<file path="src/rssa_pkg.sv">
// Package for the rotate/subtract/skip datapath: operation codes, flag layout,
// reset values and cycle counts.
// Assumes a single 50 MHz instruction clock and no bus.
package rssa_pkg;

   // Operation codes issued by the core's decoder
   typedef enum logic [4:0] {
      OP_NONE = 5'h00,
      OP_ROTATE_LEFT_CARRY_TO_ACC = 5'h01,
      OP_ROTATE_RIGHT_IN_PLACE = 5'h02,
      OP_ROTATE_RIGHT_TO_ACC = 5'h03,
      OP_ROTATE_RIGHT_CARRY_IN_PLACE = 5'h04,
      OP_ROTATE_RIGHT_CARRY_TO_ACC = 5'h05,
      OP_SUBTRACT_WITH_BORROW = 5'h06,
      OP_SUBTRACT_WITH_BORROW_IMM = 5'h07,
      OP_SUBTRACT_WITH_BORROW_TO_MEM = 5'h08,
      OP_DECREMENT_SKIP_ZERO = 5'h09,
      OP_DECREMENT_SKIP_ZERO_TO_ACC = 5'h0a,
      OP_BYTE_SET = 5'h0b,
      OP_BIT_SET = 5'h0c,
      OP_INCREMENT_SKIP_ZERO = 5'h0d,
      OP_INCREMENT_SKIP_ZERO_TO_ACC = 5'h0e,
      OP_SKIP_IF_BIT_NONZERO = 5'h0f,
      OP_SKIP_IF_NONZERO = 5'h10,
      OP_PLAIN_SUBTRACT = 5'h11,
      OP_PLAIN_SUBTRACT_TO_MEM = 5'h12,
      OP_PLAIN_SUBTRACT_IMM = 5'h13,
      OP_NIBBLE_EXCHANGE_IN_PLACE = 5'h14,
      OP_NIBBLE_EXCHANGE_TO_ACC = 5'h15,
      OP_SKIP_IF_ZERO = 5'h16
   } rssa_op_t;

   // Status flags held by this block
   typedef struct packed {
      logic aux_status_flag_two;
      logic aux_status_flag_one;
      logic carry;
      logic auxiliary_carry_flag;
      logic zero;
      logic overflow_flag;
   } rssa_flags_t;

   // One issued instruction
   typedef struct packed {
      rssa_op_t op;
      logic [7:0] mem_data;
      logic [7:0] imm_data;
      logic [2:0] bit_sel;
   } rssa_req_t;

   // Reset values and byte constants
   localparam logic [7:0] ACC_RESET = 8'h00;
   localparam rssa_flags_t FLAGS_RESET = 6'h00;
   localparam logic [7:0] BYTE_ALL_ONES = 8'hff;
   localparam logic [7:0] BYTE_ZERO = 8'h00;
   localparam logic [7:0] BYTE_ONE = 8'h01;

   // Field positions
   localparam int unsigned MSB_POS = 7;
   localparam int unsigned LSB_POS = 0;

   // Cycle counts
   localparam logic [1:0] CYCLES_NORMAL = 2'h1;
   localparam logic [1:0] CYCLES_SKIP = 2'h2;

endpackage : rssa_pkg

</file>
<file path="src/rssa_alu.sv">
// Rotate, subtract and skip datapath of an 8-bit core.
// Assumes the decoder presents one operation per cycle with its memory byte.
// Assumes the sequencer squashes the next fetch while skip_next is high.
// Assumes the memory port writes mem_wdata on the edge after mem_we.
//
// How it works
// - rotate left via carry into accumulator
// - rotate memory right, bit 0 wraps
// - rotate right into accumulator, no flags
// - rotate memory right through carry
// - rotate right through carry into accumulator
// - subtract memory and inverted carry
// - subtract immediate and inverted carry
// - borrow subtract written back to memory
// - decrement memory, skip when zero
// - decrement into accumulator, skip when zero
// - byte set writes all ones
// - bit set forces chosen bit
// - increment memory, skip when zero
// - increment into accumulator, skip when zero
// - skip when chosen bit is one
// - rewrite byte, skip when nonzero
// - subtract memory from accumulator
// - subtract written back to memory
// - subtract immediate from accumulator
// - swap nibbles in memory
// - swap nibbles into accumulator
// - rewrite byte, skip when zero
//
// All results appear one cycle after the request is taken.
// mem_we and skip_next are one-cycle pulses; acc, flags and mem_wdata
// hold until the next operation changes them.
// A request presented while busy is high is ignored and must be
// presented again.
`timescale 1ns/10ps
module rssa_alu (
   input wire logic ref_clk,
   input wire logic rst_n,
   input wire logic req_valid,
   input wire rssa_pkg::rssa_req_t req,
   output logic [7:0] acc,
   output rssa_pkg::rssa_flags_t flags,
   output logic [7:0] mem_wdata,
   output logic mem_we,
   output logic skip_next,
   output logic busy
);

   // ****************************************
   // Decode helpers
   // ****************************************

   // Small decoders kept as functions so every process decodes alike.
   // is_sub groups the six subtract forms; nib_swap is shared by both
   // nibble exchange forms so the two cannot drift apart.

   // True for the subtract family
   function automatic logic is_sub(input rssa_pkg::rssa_op_t op);
      is_sub = (op == rssa_pkg::OP_SUBTRACT_WITH_BORROW) ||
               (op == rssa_pkg::OP_SUBTRACT_WITH_BORROW_IMM) ||
               (op == rssa_pkg::OP_SUBTRACT_WITH_BORROW_TO_MEM) ||
               (op == rssa_pkg::OP_PLAIN_SUBTRACT) ||
               (op == rssa_pkg::OP_PLAIN_SUBTRACT_TO_MEM) ||
               (op == rssa_pkg::OP_PLAIN_SUBTRACT_IMM);
   endfunction

   // Swap the two nibbles of a byte
   function automatic logic [7:0] nib_swap(input logic [7:0] v);
      nib_swap = {v[3:0], v[7:4]};
   endfunction

   // ****************************************
   // Registers
   // ****************************************
   // Each state group has its own flip-flop process below, so a change
   // to the flag logic cannot disturb the accumulator or the write port.
   // Every _d value is settled by the combinational decode further down.
   logic [7:0] acc_q; // Accumulator
   logic [7:0] acc_d; // Accumulator next value
   rssa_pkg::rssa_flags_t flags_q; // Status flags
   rssa_pkg::rssa_flags_t flags_d; // Status flags next value
   logic [7:0] wdata_q; // Memory write data
   logic [7:0] wdata_d; // Memory write data next value
   logic we_q; // Memory write strobe
   logic we_d; // Memory write strobe next value
   logic skip_q; // Skip request toward sequencer
   logic skip_d; // Skip request next value

   // Skip sequencing: Gray along idle -> dummy -> idle
   typedef enum logic [0:0] {
      ST_RUN = 1'b0,
      ST_DUMMY = 1'b1
   } rssa_state_t;
   rssa_state_t state_q; // Sequencer state
   rssa_state_t state_d; // Sequencer next state
   // Two states suffice: a taken skip costs exactly one dummy cycle,
   // so a wider counter would add gates and nothing else.

   // ****************************************
   // Subtractor
   // ****************************************
   // Operands and results of the shared subtractor
   logic [7:0] sub_b; // Subtrahend
   logic sub_borrow; // Borrow in, the inverted carry
   logic [7:0] sub_diff; // Difference
   rssa_pkg::rssa_flags_t sub_flags; // Flags from subtract

   // The borrow forms feed the inverted carry as borrow, so a set carry
   // means no borrow pending. The plain forms feed a zero borrow.
   // Immediate forms take imm_data instead of the memory byte; every
   // other operation leaves the subtractor on the memory byte, and outside
   // the subtract family its result is then simply not used.

   // Operand select for the subtractor
   always_comb begin
      sub_b = req.mem_data;
      sub_borrow = 1'b0;
      unique case (req.op)
         rssa_pkg::OP_SUBTRACT_WITH_BORROW: sub_borrow = ~flags_q.carry;
         rssa_pkg::OP_SUBTRACT_WITH_BORROW_IMM: begin
            sub_b = req.imm_data;
            sub_borrow = ~flags_q.carry;
         end
         rssa_pkg::OP_SUBTRACT_WITH_BORROW_TO_MEM: sub_borrow = ~flags_q.carry;
         rssa_pkg::OP_PLAIN_SUBTRACT_IMM: sub_b = req.imm_data;
         default: begin
            // Memory operand, no borrow
         end
      endcase
   end

   // One shared subtractor serves all six forms; its flags are copied
   // only by a subtract, so other operations see it as idle logic.
   // zero_in carries the previous zero flag for the chained zero flag.
   rssa_sub_unit rssa_sub_unit_i (
      .a(acc_q),
      .b(sub_b),
      .borrow_in(sub_borrow),
      .zero_in(flags_q.zero),
      .diff(sub_diff),
      .flags(sub_flags)
   );

   // ****************************************
   // Datapath
   // ****************************************
   // Working values for the datapath decode
   logic [7:0] m; // Memory operand
   logic [7:0] dec_v; // Memory minus one
   logic [7:0] inc_v; // Memory plus one
   logic [7:0] bit_mask; // One-hot selected bit

   // Defaults hold acc, flags and write data and leave both pulses low,
   // so each operation only names what it changes.
   // Nothing is decoded in the dummy cycle: a request presented then is
   // dropped, and the core must issue it again.
   // Undefined codes fall to the default arm and act as a no-operation.
   // The two byte tests write the byte back unchanged, which keeps the
   // memory port timing the same as for the read-modify-write forms.
   // Hazard: m is read in every arm but byte set, the immediate subtracts and no operation, so it must be valid with req_valid.

   // Next values for accumulator, flags, memory write and skip
   always_comb begin
      m = req.mem_data;
      dec_v = m - rssa_pkg::BYTE_ONE;
      inc_v = m + rssa_pkg::BYTE_ONE;
      bit_mask = rssa_pkg::BYTE_ONE << req.bit_sel;
      acc_d = acc_q;
      flags_d = flags_q;
      wdata_d = wdata_q;
      we_d = 1'b0;
      skip_d = 1'b0;
      if (req_valid && state_q == ST_RUN) begin
         unique case (req.op)
            // Rotates: wiring only; the carry forms also load the carry flag
            rssa_pkg::OP_ROTATE_LEFT_CARRY_TO_ACC: begin
               acc_d = {m[6:0], flags_q.carry};
               flags_d.carry = m[rssa_pkg::MSB_POS];
            end
            rssa_pkg::OP_ROTATE_RIGHT_IN_PLACE: begin
               wdata_d = {m[0], m[7:1]};
               we_d = 1'b1;
            end
            rssa_pkg::OP_ROTATE_RIGHT_TO_ACC: acc_d = {m[0], m[7:1]};
            rssa_pkg::OP_ROTATE_RIGHT_CARRY_IN_PLACE: begin
               wdata_d = {flags_q.carry, m[7:1]};
               we_d = 1'b1;
               flags_d.carry = m[rssa_pkg::LSB_POS];
            end
            rssa_pkg::OP_ROTATE_RIGHT_CARRY_TO_ACC: begin
               acc_d = {flags_q.carry, m[7:1]};
               flags_d.carry = m[rssa_pkg::LSB_POS];
            end
            // Subtracts: accumulator or memory destination, six flags
            rssa_pkg::OP_SUBTRACT_WITH_BORROW,
            rssa_pkg::OP_SUBTRACT_WITH_BORROW_IMM,
            rssa_pkg::OP_PLAIN_SUBTRACT,
            rssa_pkg::OP_PLAIN_SUBTRACT_IMM: begin
               acc_d = sub_diff;
               flags_d = sub_flags;
            end
            rssa_pkg::OP_SUBTRACT_WITH_BORROW_TO_MEM,
            rssa_pkg::OP_PLAIN_SUBTRACT_TO_MEM: begin
               wdata_d = sub_diff;
               we_d = 1'b1;
               flags_d = sub_flags;
            end
            // Step and skip: skip raised when the new value is zero
            rssa_pkg::OP_DECREMENT_SKIP_ZERO: begin
               wdata_d = dec_v;
               we_d = 1'b1;
               skip_d = (dec_v == rssa_pkg::BYTE_ZERO);
            end
            rssa_pkg::OP_DECREMENT_SKIP_ZERO_TO_ACC: begin
               acc_d = dec_v;
               skip_d = (dec_v == rssa_pkg::BYTE_ZERO);
            end
            // Set forms: no flag is touched
            rssa_pkg::OP_BYTE_SET: begin
               wdata_d = rssa_pkg::BYTE_ALL_ONES;
               we_d = 1'b1;
            end
            rssa_pkg::OP_BIT_SET: begin
               wdata_d = m | bit_mask;
               we_d = 1'b1;
            end
            rssa_pkg::OP_INCREMENT_SKIP_ZERO: begin
               wdata_d = inc_v;
               we_d = 1'b1;
               skip_d = (inc_v == rssa_pkg::BYTE_ZERO);
            end
            rssa_pkg::OP_INCREMENT_SKIP_ZERO_TO_ACC: begin
               acc_d = inc_v;
               skip_d = (inc_v == rssa_pkg::BYTE_ZERO);
            end
            // Tests: no flag is touched
            rssa_pkg::OP_SKIP_IF_BIT_NONZERO: skip_d = |(m & bit_mask);
            rssa_pkg::OP_SKIP_IF_NONZERO: begin
               wdata_d = m;
               we_d = 1'b1;
               skip_d = (m != rssa_pkg::BYTE_ZERO);
            end
            // Nibble exchange, in place or into the accumulator
            rssa_pkg::OP_NIBBLE_EXCHANGE_IN_PLACE: begin
               wdata_d = nib_swap(m);
               we_d = 1'b1;
            end
            rssa_pkg::OP_NIBBLE_EXCHANGE_TO_ACC: acc_d = nib_swap(m);
            rssa_pkg::OP_SKIP_IF_ZERO: begin
               wdata_d = m;
               we_d = 1'b1;
               skip_d = (m == rssa_pkg::BYTE_ZERO);
            end
            default: begin
               // No operation
            end
         endcase
      end
   end

   // ****************************************
   // Skip sequencer
   // ****************************************

   // The skip decision comes from skip_d, the same term that loads
   // skip_q, so the dummy cycle always lines up with the skip pulse.
   // A skip that is not taken stays in ST_RUN and costs no extra cycle.
   // busy is high for exactly the cycle in which skip_next is high.

   // A taken skip adds one dummy cycle; otherwise one cycle
   always_comb begin
      state_d = ST_RUN;
      unique case (state_q)
         ST_RUN: state_d = skip_d ? ST_DUMMY : ST_RUN;
         ST_DUMMY: state_d = ST_RUN;
      endcase
   end

   // Sequencer state register
   // Reset leaves the sequencer ready for a request
   always_ff @(posedge ref_clk or negedge rst_n) begin
      if (!rst_n) begin
         state_q <= ST_RUN;
      end else begin
         state_q <= state_d;
      end
   end

   // Accumulator register
   // Reset value is a chosen constant; software should not rely on it
   always_ff @(posedge ref_clk or negedge rst_n) begin
      if (!rst_n) begin
         acc_q <= rssa_pkg::ACC_RESET;
      end else begin
         acc_q <= acc_d;
      end
   end

   // Flag register
   // All six flags clear on reset
   always_ff @(posedge ref_clk or negedge rst_n) begin
      if (!rst_n) begin
         flags_q <= rssa_pkg::FLAGS_RESET;
      end else begin
         flags_q <= flags_d;
      end
   end

   // Memory write port register
   // Strobe clears on reset so no stray write follows it
   always_ff @(posedge ref_clk or negedge rst_n) begin
      if (!rst_n) begin
         wdata_q <= rssa_pkg::BYTE_ZERO;
         we_q <= 1'b0;
      end else begin
         wdata_q <= wdata_d;
         we_q <= we_d;
      end
   end

   // Skip pulse register
   // Cleared on reset so no fetch is squashed after it
   always_ff @(posedge ref_clk or negedge rst_n) begin
      if (!rst_n) begin
         skip_q <= 1'b0;
      end else begin
         skip_q <= skip_d;
      end
   end

   // ****************************************
   // Outputs
   // ****************************************
   // Data outputs come straight from flip-flops, so the core sees clean
   // values a full cycle before its next edge. busy alone is decoded
   // from the state register, one gate deep, as a handshake output.
   // mem_wdata keeps its last value between writes.
   assign acc = acc_q;
   assign flags = flags_q;
   assign mem_wdata = wdata_q;
   assign mem_we = we_q;
   assign skip_next = skip_q;
   assign busy = (state_q == ST_DUMMY); // Dummy cycle, request ignored

endmodule // rssa_alu

</file>
<file path="src/rssa_sub_unit.sv">
// Subtract unit: a - b - borrow with the six arithmetic flags.
// Assumes an 8-bit operand pair; purely combinational.
`timescale 1ns/10ps
module rssa_sub_unit (
   input wire logic [7:0] a,
   input wire logic [7:0] b,
   input wire logic borrow_in,
   input wire logic zero_in,
   output logic [7:0] diff,
   output rssa_pkg::rssa_flags_t flags
);

   // ****************************************
   // Arithmetic
   // ****************************************
   logic [8:0] full; // Nine-bit difference, bit 8 is borrow out
   logic [4:0] low; // Low nibble difference, bit 4 is half borrow
   logic ov; // Signed overflow

   // Difference and flags
   always_comb begin
      full = {1'b0, a} - {1'b0, b} - {8'h00, borrow_in};
      low = {1'b0, a[3:0]} - {1'b0, b[3:0]} - {4'h0, borrow_in};
      diff = full[7:0];
      ov = (a[7] ^ b[7]) & (a[7] ^ full[7]);
      flags.carry = ~full[8];
      flags.auxiliary_carry_flag = ~low[4];
      flags.overflow_flag = ov;
      flags.zero = (full[7:0] == 8'h00);
      flags.aux_status_flag_one = full[7] ^ ov;
      flags.aux_status_flag_two = (full[7:0] == 8'h00) & zero_in;
   end

endmodule // rssa_sub_unit

</file>
<file path="config.mk">
export PLATFORM = sky130hd
export DESIGN_NAME = rssa_alu
export DESIGN_NICKNAME = d
export VERILOG_FILES = /design/src/rssa_pkg.sv /design/src/rssa_alu.sv /design/src/rssa_sub_unit.sv
export SDC_FILE = /design/constraint.sdc
export NUM_CORES = 1
export LEC_CHECK = 0
export BUFFER_PORTS_ARGS = -buffer_cell sky130_fd_sc_hd__buf_4
export CAP_MARGIN = 20
export CORE_MARGIN = 2
export CORE_UTILIZATION = 46
export CTS_BUF_LIST = sky130_fd_sc_hd__clkbuf_16
export DETAILED_ROUTE_END_ITERATION = 8
export GPL_TIMING_DRIVEN = 1
export PLACE_DENSITY_LB_ADDON = 0.2
export SLEW_MARGIN = 30
export SYNTH_ARGS = -nofsm -noshare
export SYNTH_HDL_FRONTEND = slang
export SYNTH_SLANG_ARGS = --single-unit
export TNS_END_PERCENT = 30
</file>
<file path="constraint.sdc">
create_clock -name ref_clk -period 4.4 [get_ports ref_clk]
set_clock_uncertainty 0.05 [all_clocks]
set_input_delay 0.88 -clock ref_clk [delete_from_list [all_inputs] [get_ports ref_clk]]
set_output_delay 0.88 -clock ref_clk [all_outputs]
set_load 0.02 [all_outputs]
</file>
==> metrics.md <==
| Metric | Value |
|---|---|
| Core Area | roughly 0.0073 mm^2 |
| Least-Margin Pin Slew | 904 ps |
| Yosys warning count | 0 |
| Main flop type after synthesis | dfrtp_1 |
| FF+latch count, synth | 25 |
| Critical path buffers and inverters | 3 |
| Period utilisation layout | roughly 93% |
| Critical path fanouts, max | 21 |
| Die area | around 0.0083 mm^2 |
| Die X | 91.0 um |
| Drt drc | 0 |
| Post-Place Cell Area | about 0.004 mm^2 |
| R2r startpoint | flags[3] |
| DR iter-0 viols | 495 |
| Clock latency on the worst-skew pair | 270 ps |
| First-pass GRT wire length | ~20000 um |
| Max Clock Freq | between 200 and 250 MHz |
| Initial Util | a little under half |
| Worst path cell trace | buf_4 > nand2b_1 > nor3_1 > buf_4 > o21ai_0 > fa_1 > inv_1 > ha_1 > and2_4 > o2111a_1 > or4_4 > a2111o_1 > o31ai_1 |
| Syn avg cell area | 7.54 um^2 |
| Vias per inst | about 6.7 |
| FILL cells | between 700 and 800 |
| CP endpoint | flags[1] |
| Routed Antenna Nets | 0 |
| Status | complete, no violations |
| Crit path top cell by count | buf_4 |
| Clk slew on worst S/H paths | approximately 70 ps |
| RSZ-0062 raised after global routing | no |
| Layout cells sized above 1 | between 10% and 20% |
| Final instance area | 0.00399 mm^2 |
| P&R area growth vs syn | 14.6% |
| Area of the multi-input gates | 0.00257 mm^2 |
| Setup CP Type | primary input to flip-flop |
| Avg WL per Cell | 21.3 um |
| Number of flops mapped to enable cells by yosys | 0 |
| Post-CTS Resized | 0 |
| Hold Path Class | flip-flop to flip-flop |
| Yosys cell types | between 70 and 80 |
| Number of post-CTS setup repair buffers | 0 |
| Gr ovfl total | 0 |
| Crit path max-delay family | compound AO/OA/AOI/OAI gates |
| Final setup TNS | 0 ps |
| Hold buffer count at cts | 0 |
| Syn Std Cell Area | around 0.0035 mm^2 |
| Register area | 626 um^2 |
| Final net count | 536 |
| TritonCTS buffer count | 3 |
| Ports | 52 |
| Slowest CP cell | or4_4 |
| Startpoint Class | primary input |
| Diode count | 0 |
| Asr flop ratio synth | 100% |
| # clock sinks | 25 |
| Largest net degree at the start of global routing | 33 |
| CTS tree | done |
| Max-cap violation count | 0 |
| Top cell type's share of synthesized area | around 18% |
| Final setup violating endpoints | 0 |
| IO buf count | 51 |
| Final Wtd Congestion | 0.979 |
| Commonest non-fill, non-tap cell in the layout | buf_4 |
| Seq/Total Area, Yosys | 18.0% |
| CP startpoint | req[19] |
| CP Depth | 13 |
| TritonRoute pass-1 iters | 5 |
| R2r setup slk | between 1000 and 1500 ps |
| R2r endpoint | flags[1] |
| Clk root buf | clkbuf_16 |
| Post-layout min period | 4110 ps |
| Synth area leader | dfrtp_1 |
| Top cells by area, synth | dfrtp_1, ha_1, o21ai_0, nor2_1, mux2i_1 |
| Leakage | around 1.6 nW |
| WL final | 12600 um |
| Most frequent cells in the layout | buf_4, o21ai_0, nor2_1, inv_1, nand2_1 |
| Htree depth | 1 |
| Number of global-route vias before repair | 3735 |
| R2R depth | 9 |
| Crit path DAT | 4220 ps |
| CP required | 4520 ps |
| CP peak stage delay | 520 ps |
| Final Hold Fails | 0 |
| Vias | 3912 |
| Peak supply drop | 134 uV |
| Power Dens Cells | 344 mW/mm^2 |
| Clock Path Buffers | 2 |
| DIE HEIGHT | 91.0 um |
| Max-slew headroom | 39.3% |
| Final max-slew violation count | 0 |
| Site Rows | 31 |
| Post-layout util | 54.7% |
| Detailed placement HPWL | approximately 9400 um |
| Initial antenna violation count | 0 |
| All-Layer GR Usage | between 30% and 40% |
| Post-Synthesis Cells | 462 |
| Worst Hold Launch | flags[0] |
| Syn nets | 508 |
| Crit. End Element | flip-flop |
-- kinds of logic (layout without fill, tap and decap cells) --
kind of cell	count (synthesis)	after routing	share of synthesized area, %
multiplexers	17	17	5.75
adder cells (fa/ha/maj)	19	19	7.26
buffers and inverters	70	97	8.19
AND/OR/NAND/NOR	159	159	24.6
flip-flops	25	25	18.0
AO/OA/AOI/OAI	158	158	32.3
XOR/XNOR	14	14	3.92
-- worst reg2reg max path, delay by kind of cell (launching register included) --
family | cells | cell delay [ps]
DFF | 1 | 510
AOI/OAI and AO/OA | 3 | 960
and+or+nand+nor | 3 | 1110
adders and majority gates | 2 | 540
buffers and inverters | 1 | 60
-- power breakdown --
group          switching (mW)  total, mW  internal [mW]
registers              0.0473      0.329          0.282
logic                   0.492      0.829          0.337
clock network          0.0919      0.216          0.124
total                   0.631       1.37          0.742
-- worst min path at each step --
stage                          end  cells after the start  slack (ps)
after detailed placement  flags[0]                      1         450
after global placement    flags[0]                      1         440
after floorplan           flags[1]                      2         450
after CTS                 flags[0]                      1         470
after global routing      flags[0]                      1         490
final                     flags[0]                      1         460
-- sequential cells by signal, summed over array words and instances (netlist names) --
| register | flops |
|---|---|
| acc | 8 |
| mem_we | 1 |
| skip_next | 1 |
| mem_wdata | 8 |
| flags | 6 |
| busy | 1 |
-- area by class of cell --
cell class,count,share of cell area (%)
Timing Repair Buffer,63,11.9
Clock inverter,1,0.188
Multi-Input combinational cell,367,64.5
Sequential cell,25,15.7
Clock buffer,3,1.88
Inverter,30,2.82
Tap cell,99,3.11
-- synth_stat cells (all sizes together), types with 10 or more instances --
cell	count
clkbuf	22
o22ai	10
nor3	11
buf	18
nor2b	12
o21ai	35
nand2b	10
nor4	10
ha	17
nand2	27
dfrtp	25
mux2i	11
inv	29
a31oi	10
nand3	14
a21oi	19
nor2	32
-- per-layer routing --
| layer | share of wire [%] | wire length, um | GRT usage [%] | vias to the layer above |
|---|---|---|---|---|
| met5 | 0 | 0 | 0 | - |
| met4 | 3.0 | 380 | 9.97 | 0 |
| met3 | 8.6 | 1080 | 4.23 | 27 |
| met2 | 47 | 5840 | 49.0 | 225 |
| met1 | 42 | 5260 | 41.4 | 1851 |
| li1 | - | - | - | 1809 |
-- stage by stage --
stage / total power, mW / instances / hold slack (ps) / worst slack (ps)
floorplan: 0.867 / 462 / 450 / 10.0
global placement: 1.14 / 584 / 445 / 134
detailed placement: 1.15 / 584 / 450 / 12.5
CTS: 1.37 / 588 / 467 / 321
global route: 1.46 / 588 / 490 / 118
finish: 1.37 / 588 / 462 / 294
Power figures use the tool's default switching activity.
